**src/include/burst_fetch_pkg.sv**
```systemverilog
`default_nettype none
package burst_fetch_pkg;
    // address geometry, word addresses
    localparam int unsigned MEM_ADDR_W  = 17;
    localparam int unsigned CNT_W       = 8;
    localparam int unsigned UPPER_W     = MEM_ADDR_W - CNT_W;
    localparam int unsigned MAX_BURST   = 256;
    localparam int unsigned BURST_LEN_W = 9;
    localparam int unsigned SMALL_MEM_W = 11;

    // reset values, acknowledge mode default and burst length limit
    localparam logic ACC_IDLE     = 1'b0;
    localparam logic STROBE_OFF   = 1'b1;
    localparam logic ACK_ALWAYS   = 1'b0;
    localparam logic [CNT_W-1:0]   CNT_RESET   = 8'h00;
    localparam logic [UPPER_W-1:0] UPPER_RESET = 9'h000;
    localparam logic [BURST_LEN_W-1:0] LEN_RESET = 9'h000;
    localparam logic [BURST_LEN_W-1:0] LEN_MAX   = 9'h100;

    typedef enum logic [1:0] {
        HOST_IDLE,
        HOST_REQ,
        HOST_BURST,
        HOST_PAUSE
    } host_state_e;
endpackage
`default_nettype wire

```
**src/include/instr_bus_if.sv**
```systemverilog
`default_nettype none
interface instr_bus_if;
    import burst_fetch_pkg::*;
    logic                  instrReq_n;
    logic                  burstReq_n;
    logic                  busInv_n;
    logic [MEM_ADDR_W-1:0] instrAddr;
    logic                  burstAck_n;
    logic                  instr_valid_n;

    modport ctrl (
        input  instrReq_n,
        input  burstReq_n,
        input  busInv_n,
        input  instrAddr,
        output burstAck_n,
        output instr_valid_n
    );

    modport cpu (
        output instrReq_n,
        output burstReq_n,
        output busInv_n,
        output instrAddr,
        input  burstAck_n,
        input  instr_valid_n
    );
endinterface
`default_nettype wire

```
**src/design/addr_counter_latch.sv**
```systemverilog
`default_nettype none
module addr_counter_latch
    import burst_fetch_pkg::*;
#(
    parameter int unsigned LATCH_W = UPPER_W
) (
    input  wire logic                  clock,
    input  wire logic                  srst,
    input  wire logic                  load,
    input  wire logic                  incr,
    input  wire logic [CNT_W-1:0]      lowIn,
    input  wire logic [LATCH_W-1:0]    upperIn,
    output logic      [CNT_W-1:0]      lowCnt,
    output logic      [LATCH_W-1:0]    upperLatch
);

    ////////////////////////////////////////////////////////////////////////
    // low counter: load, increment, else hold
    always_ff @(posedge clock) begin
        if (srst) begin
            lowCnt <= CNT_RESET;
        end else if (load) begin
            lowCnt <= lowIn;
        end else if (incr) begin
            lowCnt <= lowCnt + 8'h01;
        end
    end

    ////////////////////////////////////////////////////////////////////////
    // upper latch, no carry in from the counter
    always_ff @(posedge clock) begin
        if (srst) begin
            upperLatch <= LATCH_W'(UPPER_RESET);
        end else if (load) begin
            upperLatch <= upperIn;
        end
    end

endmodule
`default_nettype wire

```
**src/design/burst_fetch_ctrl.sv**
```systemverilog
// Operation
// - all instruction strobes are active low
// - one registered bit holds fetch state
// - state bit drives chip enable, valid
// - idle plus request, no invalidate: start
// - stay active while burst request held
// - burst request alone resumes without loading
// - acknowledge is registered copy of request
// - dropped acknowledge ends burst; re-request (cpu instead goes idle via HOST_PAUSE, flags burstLost)
// - optionally hold acknowledge permanently asserted
// - processor asks burst via burst request
// - low eight bits counter loads address
// - counter increments each clock while active
// - upper bits latched on load, else held
// - processor bursts at most 256 words
// - latch width follows memory size
// - invalidate cancels; no access started
// - valid only with memory word present
// - load only idle with request, no invalidate
// - resume also needs invalidate deasserted
// - latch reloads under counter load condition
`default_nettype none
module burst_fetch_ctrl
    import burst_fetch_pkg::*;
#(
    parameter logic ACK_HOLD = ACK_ALWAYS
) (
    input  wire logic                  clock,
    input  wire logic                  srst,
    instr_bus_if.ctrl                  bus,
    output logic      [MEM_ADDR_W-1:0] romAddr,
    output logic                       romCe_n,
    output logic                       romOe_n,
    output logic                       accessActive,
    output logic                       loadPulse,
    output logic                       resumePulse,
    output logic      [BURST_LEN_W-1:0] burstLen,
    output logic                       burstOverrun
);

    ////////////////////////////////////////////////////////////////////////
    // strobe decode, active low at the pins

    function automatic logic startCond(input logic req_n, input logic inv_n, input logic acc);
        startCond = !acc && !req_n && inv_n;
    endfunction

    function automatic logic resumeCond(input logic req_n, input logic breq_n, input logic inv_n,
                                        input logic acc);
        resumeCond = !acc && req_n && !breq_n && inv_n;
    endfunction

    logic accActive_r;
    logic accActive_nxt;
    logic loadNow;
    logic resumeNow;
    logic burstAck_n_r;
    logic instrValid_n_r;
    logic romCe_n_r;
    logic romOe_n_r;
    logic loadPulse_r;
    logic resumePulse_r;
    logic [BURST_LEN_W-1:0] burstLen_r;
    logic burstOverrun_r;
    logic [CNT_W-1:0] lowCnt;
    logic [UPPER_W-1:0] upperLatch;

    assign loadNow   = startCond(bus.instrReq_n, bus.busInv_n, accActive_r);
    assign resumeNow = resumeCond(bus.instrReq_n, bus.burstReq_n, bus.busInv_n, accActive_r);

    ////////////////////////////////////////////////////////////////////////
    // access state bit

    always_comb begin
        accActive_nxt = ACC_IDLE;
        if (loadNow) begin
            accActive_nxt = 1'b1;
        end else if (resumeNow) begin
            accActive_nxt = 1'b1;
        end else if (accActive_r && !bus.burstReq_n) begin
            accActive_nxt = 1'b1;
        end
    end

    always_ff @(posedge clock) begin
        if (srst) begin
            accActive_r <= ACC_IDLE;
        end else begin
            accActive_r <= accActive_nxt;
        end
    end

    ////////////////////////////////////////////////////////////////////////
    // pins driven from the access bit; copies track it edge for edge

    always_ff @(posedge clock) begin
        if (srst) begin
            instrValid_n_r <= STROBE_OFF;
            romCe_n_r      <= STROBE_OFF;
            romOe_n_r      <= STROBE_OFF;
        end else begin
            instrValid_n_r <= ~accActive_nxt;
            romCe_n_r      <= ~accActive_nxt;
            romOe_n_r      <= ~accActive_nxt;
        end
    end

    ////////////////////////////////////////////////////////////////////////
    // burst acknowledge

    always_ff @(posedge clock) begin
        if (srst) begin
            burstAck_n_r <= STROBE_OFF;
        end else if (ACK_HOLD) begin
            burstAck_n_r <= 1'b0;
        end else begin
            burstAck_n_r <= bus.burstReq_n;
        end
    end

    assign bus.burstAck_n    = burstAck_n_r;
    assign bus.instr_valid_n = instrValid_n_r;

    ////////////////////////////////////////////////////////////////////////
    // address counter and upper latch

    addr_counter_latch #(
        .LATCH_W (UPPER_W)
    ) u_addr (
        .clock      (clock),
        .srst       (srst),
        .load       (loadNow),
        .incr       (accActive_r),
        .lowIn      (bus.instrAddr[CNT_W-1:0]),
        .upperIn    (bus.instrAddr[MEM_ADDR_W-1:CNT_W]),
        .lowCnt     (lowCnt),
        .upperLatch (upperLatch)
    );

    ////////////////////////////////////////////////////////////////////////
    // event pulses for the user side

    always_ff @(posedge clock) begin
        if (srst) begin
            loadPulse_r   <= 1'b0;
            resumePulse_r <= 1'b0;
        end else begin
            loadPulse_r   <= loadNow;
            resumePulse_r <= resumeNow;
        end
    end

    ////////////////////////////////////////////////////////////////////////
    // words since the last load; more than the limit means the counter wrapped

    always_ff @(posedge clock) begin
        if (srst) begin
            burstLen_r <= LEN_RESET;
        end else if (loadNow) begin
            burstLen_r <= LEN_RESET;
        end else if (accActive_r && burstLen_r != LEN_MAX) begin
            burstLen_r <= burstLen_r + 9'h001;
        end
    end

    always_ff @(posedge clock) begin
        if (srst) begin
            burstOverrun_r <= 1'b0;
        end else if (accActive_r && burstLen_r == LEN_MAX) begin
            burstOverrun_r <= 1'b1;
        end else if (loadNow) begin
            burstOverrun_r <= 1'b0;
        end
    end

    ////////////////////////////////////////////////////////////////////////
    // user-side outputs

    assign romAddr      = {upperLatch, lowCnt};
    assign romCe_n      = romCe_n_r;
    assign romOe_n      = romOe_n_r;
    assign accessActive = accActive_r;
    assign loadPulse    = loadPulse_r;
    assign resumePulse  = resumePulse_r;
    assign burstLen     = burstLen_r;
    assign burstOverrun = burstOverrun_r;

endmodule
`default_nettype wire

```
**src/flat_wrapper.sv**
```systemverilog
// flat-port wrapper written by rule: the top's interface ports become plain ports
module burst_fetch_ctrl_flat import burst_fetch_pkg::*;
#(
    parameter logic ACK_HOLD = ACK_ALWAYS
)
  (clock, srst, romAddr, romCe_n, romOe_n, accessActive, loadPulse, resumePulse, burstLen, burstOverrun, bus_instrReq_n, bus_burstReq_n, bus_busInv_n, bus_instrAddr, bus_burstAck_n, bus_instr_valid_n);
  instr_bus_if bus_i ();
  input  wire logic clock;
  input  wire logic srst;
  output logic      [MEM_ADDR_W-1:0] romAddr;
  output logic romCe_n;
  output logic romOe_n;
  output logic accessActive;
  output logic loadPulse;
  output logic resumePulse;
  output logic      [BURST_LEN_W-1:0] burstLen;
  output logic burstOverrun;
  input wire logic [$bits(bus_i.instrReq_n)-1:0] bus_instrReq_n;
  input wire logic [$bits(bus_i.burstReq_n)-1:0] bus_burstReq_n;
  input wire logic [$bits(bus_i.busInv_n)-1:0] bus_busInv_n;
  input wire logic [$bits(bus_i.instrAddr)-1:0] bus_instrAddr;
  output wire logic [$bits(bus_i.burstAck_n)-1:0] bus_burstAck_n;
  output wire logic [$bits(bus_i.instr_valid_n)-1:0] bus_instr_valid_n;
  assign bus_i.instrReq_n = bus_instrReq_n;
  assign bus_i.burstReq_n = bus_burstReq_n;
  assign bus_i.busInv_n = bus_busInv_n;
  assign bus_i.instrAddr = bus_instrAddr;
  assign bus_burstAck_n = bus_i.burstAck_n;
  assign bus_instr_valid_n = bus_i.instr_valid_n;
  burst_fetch_ctrl #(.ACK_HOLD(ACK_HOLD)) u_core (.clock(clock), .srst(srst), .bus(bus_i), .romAddr(romAddr), .romCe_n(romCe_n), .romOe_n(romOe_n), .accessActive(accessActive), .loadPulse(loadPulse), .resumePulse(resumePulse), .burstLen(burstLen), .burstOverrun(burstOverrun));
endmodule
```
**config.mk**
```make
export PLATFORM = sky130hd
export DESIGN_NAME = burst_fetch_ctrl_flat
export DESIGN_NICKNAME = d
export VERILOG_FILES = /design/src/include/burst_fetch_pkg.sv /design/src/include/instr_bus_if.sv /design/src/design/addr_counter_latch.sv /design/src/design/burst_fetch_ctrl.sv /design/src/flat_wrapper.sv
export SDC_FILE = /design/constraint.sdc
export NUM_CORES = 1
export LEC_CHECK = 0
export ABC_AREA = 1
export BUFFER_PORTS_ARGS = -buffer_cell sky130_fd_sc_hd__buf_2
export CORE_MARGIN = 3
export CORE_UTILIZATION = 25
export DETAILED_ROUTE_END_ITERATION = 8
export HOLD_SLACK_MARGIN = 0.02
export PLACE_DENSITY = 0.56
export SLEW_MARGIN = 25
export SYNTH_ARGS = -nofsm -noshare
export SYNTH_HDL_FRONTEND = slang
export SYNTH_SLANG_ARGS = --single-unit
```
**constraint.sdc**
```tcl
create_clock -name clock -period 3.5 [get_ports clock]
set_clock_uncertainty 0.2 [all_clocks]
set_input_delay 0.175 -clock clock [delete_from_list [all_inputs] [get_ports clock]]
set_output_delay 0.175 -clock clock [all_outputs]
set_load 0.02 [all_outputs]
```
==> results.toml, run 1 <==
[routing]
dr.pass1.iters = 4
drc_errors = 0
drt_iter0_markers = 59
route.vias.total = 1505
ant_nets = 0
drt-vias-per-instance = 4.24
post_drt_wl_per_cell_um = 10.7
wl_um = 3790

[power]
power_density_nw_per_um2 = 386
ir_drop_uv = 165
leakagePower_nw = 1.03
fin_total_pwr_mw = 0.815

[placed_design]
hpwl_um = 2770
placed_cell_area_um2 = 1850
gp_congestion = 0.768
placed_cells = 330
portBuffers = 55
place_ws_ps = 1880

[layout]
seqCellArea_um2 = 641
final_util_pct = 37.0
n_antenna_cell = 0
final_common_cell = "nand2_1"
syn2layout_area_growth_pct = 37.8
multi_input_area_um2 = 738
drive_above_1_share_pct = 26.9
final_cell_mix = "nand2_1, buf_2, dfxtp_1"
fill_cells = 593
fin_area_um2 = 2110
nets = 307
stdcell_count = 355

[cts]
clockBufferDepth = 2
post_cts_buffers = 0
post_cts_resized = 0
holdBufCountCts = 17
cts.htree.levels = 2
cts_tree = "built"
cts_buffers = 5
clock_sinks = 32
clkTransAtPathRegs_ps = 70
clock_latency_ps = 280
clockRootBuffer = "clkbuf_8"

[timing]
hold-worst-slack_ps = 53.3
drv_slew = 0
hold_viol = 0
period_share_pct = 47.7
setup_ws_ps = 1830
slew_headroom_pct = 77.0
worstMarginPinSlew_ps = 345
setup_violations = 0
fin_crit_ps = 1670
fmax_mhz = 599
rsz0062_at_grt = "no"
fin_tns_setup_ps = 0

[hold_path]
min_path_type = "in2reg"

[worst_setup_path]
cp_max_fo = 8
worst-setup-path-type = "reg2reg"
cp_num_buf_inv = 2
cp.required_ps = 3470
path_cells = "inv_2 -> nand4_1 -> dlygate4sd3_1 -> nor2_1"
crit_path_start_kind = "register"
slowest_stage = "dlygate4sd3_1"
crit_family = "buffers and inverters"
crit_path_end_kind = "register"
max_stage_delay_ps = 560
arrival_ps = 1640

[synthesis]
synth.top_cells.by_area = "dfxtp_1, nand2_1, a22o_1"
synth_top_family_by_area = "simple AND/OR/NAND/NOR gates"
synth_top_area_share_pct = 41.8
ys_ff_latch = 32
netlist_area_um2 = 1530
synthCells = 208
yosys.area_share.adder_pct = 2.45
synth_top_cell_by_area = "dfxtp_1"
synth_compound_area_share_pct = 14.9
synth_nets = 233
yosysSeqAreaShare_pct = 41.8
synthMuxAreaShare_pct = 0
ys_types = 25
yosysWarnings = 0
syn_area_per_cell_um2 = 7.36
synth_xor_area_share_pct = 2.29
yosys.area_share.simple_pct = 28.6

[grt]
grt-ovfl-total = 0
gr-usage-all-layers_pct = 11.3
grt_pass1_wl_um = 6580
grt_pass1_vias = 1421
antenna_found_initial = 0
grt_max_degree = 16

[floorplan]
start_util_pct = 26.8
die_h_um = 84.3
die-width_um = 84.3
rows = 27
core_um2 = 5710
die-area_um2 = 7100
io_pins = 56

[run_status]
status = "finished clean"

[run]
maxCapViolCount = 0
## Yosys cell counts
cell and count:
o21a_1 1, inv_1 21, a21oi_1 14, nand2_1 60, nor2_4 1, buf_6 3
a22o_1 9, buf_4 2, nand3_1 11, dfxtp_1 32, xor2_1 4, nor2_1 16
nand2_4 2, inv_4 1, o211ai_1 2, nor2_2 3, nand2_2 1, nand3b_1 2
a31oi_1 1, ha_1 3, nand4_1 3, o21ai_1 1, inv_2 5, o21ai_0 9
nor3_1 1
## worst min-delay path: stages
cell and delay (ps):
buf_2 80, o21ai_1 60, inv_1 50, nand2_1 50, a21oi_1 100
## cell families (layout without fill, tap and decap cells)
group	Yosys count	count (layout)
compound gates	37	37
xor+xnor	4	4
buf+inv	32	107
fa+ha+maj	3	3
flops	32	32
simple gates	100	100
## registers in the layout, summed over array words and instances (netlist names)
name                      count
u_core.burstLen               9
u_core.u_addr.upperLatch      9
u_core.u_addr.lowCnt          8
u_core.accessActive           1
u_core.burstOverrun           1
u_core.bus.burstAck_n         1
u_core.bus.instr_valid_n      1
u_core.loadPulse              1
u_core.resumePulse            1
## power by group
part	switching (mW)	leakage, nW	internal [mW]
clock network	0.133	0.0510	0.157
logic	0.0753	0.717	0.0534
registers	0.0159	0.261	0.381
## metal layers
metal / track usage [%] / up-vias / share of wire, %
met2: 17.4 / 40 / 44
met3: 3.34 / 4 / 6.2
li1: - / 817 / -
met4: 3.51 / 0 / 0.82
met1: 15.2 / 644 / 49
met5: 0 / - / 0
## path summary, 6_finish.rpt
check,start,endpoint,slack (ps),cells after the start
max,u_core.accessActive$_SDFF_PP0_,u_core.resumePulse$_SDFF_PP0_,1830,4
min,bus_instrAddr[6],u_core.u_addr.lowCnt[6]$_SDFFE_PP0P_,50,5
max reg2reg,u_core.accessActive$_SDFF_PP0_,u_core.resumePulse$_SDFF_PP0_,1830,4
min reg2reg,u_core.burstOverrun$_SDFFE_PP0P_,u_core.burstOverrun$_SDFFE_PP0P_,260,2
## final cells by class
type / count / share of cell area, %
clock inverters: 2 / 0.474
clock buffers: 6 / 3.91
flip-flops and latches: 32 / 30.3
multi-input cells: 144 / 35.0
repair buffers: 72 / 21.1
well taps: 72 / 4.27
inverters: 27 / 4.92
Note: power is estimated with default switching activity, not from simulation.
==> run 2: changes to the inputs <==
PLACE_DENSITY = 0.58   (was 0.56)
clock period = 1.49 ns   (was 3.5 ns; I/O delays follow)
==> results.toml, run 2 (synthesis results as in run 1) <==
[routing]
dr.pass1.iters = 4
drt_iter0_markers = 71
wl_um = 4370
route.vias.total = 1664
drc_errors = 0
post_drt_wl_per_cell_um = 11.5
drt-vias-per-instance = 4.38
ant_nets = 0

[worst_setup_path]
cp.required_ps = 1460
cp_max_fo = 10
cp_common_cell = "buf_4"
path_cells = "nor2_2 -> nand2_4 -> buf_4 -> buf_4 -> o21ai_1 -> inv_1 -> nand2_1 -> a21oi_1"
crit_path_end_kind = "register"
arrival_ps = 1450
max_stage_delay_ps = 340
crit_start = "u_core.accessActive$_SDFF_PP0_"
worstRegToRegCells = 8
worst-setup-path-type = "reg2reg"
crit_path_start_kind = "register"
slowest_stage = "dfxtp_2"
timing.rr.start = "u_core.accessActive$_SDFF_PP0_"

[timing]
rsz0062_at_grt = "yes"
worstMarginPinSlew_ps = 268
hold-worst-slack_ps = -11.1
drv_slew = 0
setup_violations = 0
slew_headroom_pct = 82.1
period_share_pct = 99.1
fmax_mhz = 677
fin_crit_ps = 1480
hold_viol = 2

[cts]
cts_buffers = 5
cts.htree.levels = 2
clock_latency_ps = 280
clock_sinks = 32
clkTransAtPathRegs_ps = 80
clockRootBuffer = "clkbuf_8"
clockBufferDepth = 2
cts_tree = "built"

[power]
leakagePower_nw = 1.16
ir_drop_uv = 502
power_density_nw_per_um2 = 919

[layout]
final_util_pct = 42.1
final_cell_mix = "nand2_1, buf_2, dfxtp_1"
syn2layout_area_growth_pct = 57.1
n_antenna_cell = 0
drive_above_1_share_pct = 36.4
final_common_cell = "nand2_1"
nets = 332

[hold_path]
holdPathStages = 4
hold_start = "srst"
min_path_type = "in2reg"

[placed_design]
portBuffers = 55
gp_congestion = 0.824
hpwl_um = 2920

[grt]
grt_pass1_wl_um = 7160
gr-usage-all-layers_pct = 12.2
grt_pass1_vias = 1550
grt-ovfl-total = 0
antenna_found_initial = 0
grt_max_degree = 13

[floorplan]
start_util_pct = 26.8
rows = 27
die_h_um = 84.3
core_um2 = 5710
die-area_um2 = 7100
die-width_um = 84.3
io_pins = 56

[run_status]
violations = "hold timing"
status = "finished with violations"

[run]
maxCapViolCount = 0
==> run 2: cell count changes in the layout (fill, tap and decap cells not counted), sizes merged <==
cell	before	now
buf	55	73
bufinv	0	1
clkbuf	6	7
clkinv	2	0
dlygate4sd3	17	23
nor2	20	21
==> run 2: power breakdown <==
group	switching [mW]	internal (mW)	total, mW
clock network	0.322	0.590	0.912
registers	0.0322	0.895	0.927
logic	0.205	0.166	0.371
total	0.560	1.65	2.21
==> run 2: layout make-up <==
class,count,area (um^2)
clock buffer,7,96.3
fill,589,3300
sequential,32,652
tap,72,90.1
clock inverter,1,30.0
timing repair buffer,96,641
multi-input combinational,145,788
inverter,27,109
==> run 2: metrics by stage <==
step	area (um^2)	power, mW	cells	setup TNS [ps]	worst slack, ps
global placement	1960	1.24	344	-17.1	-17.1
detailed placement	1960	1.24	344	-133	-48.0
finish	2410	2.21	380	0	13.0
floorplan	1540	1.13	208	0	0.726
global route	2410	2.34	380	-1080	-119
CTS	2330	2.22	375	0	13.4
==> run 2: timing repair <==
item                                    CTS  global route
hold endpoints to repair                 27             3
resized for setup                         4            15
endpoints found under the setup margin    9            24
pin swaps                                 2             3
buffers inserted                          0             4
gates cloned                              1             0
hold buffers                             22             1
==> run 2: layer usage <==
metal	routed length [um]	part of all wire (%)	track usage, %
met4	50	1.1	4.39
met3	223	5.1	2.85
met2	2110	48	20.9
met1	1990	46	14.8
met5	0	0	0
==> run 2: critical path, delay by kind of cell, from the launching register on <==
kind	cells	cell delay [ps]
buf+inv	3	330
flops	1	340
compound gates	2	150
simple gates	3	340
==> run 2: path summary, 6_finish.rpt <==
check / slack (ps) / to
max: 10 / u_core.u_addr.lowCnt[6]$_SDFFE_PP0P_
min: -10 / u_core.u_addr.lowCnt[2]$_SDFFE_PP0P_
max reg2reg: 10 / u_core.u_addr.lowCnt[6]$_SDFFE_PP0P_
min reg2reg: 270 / u_core.burstOverrun$_SDFFE_PP0P_
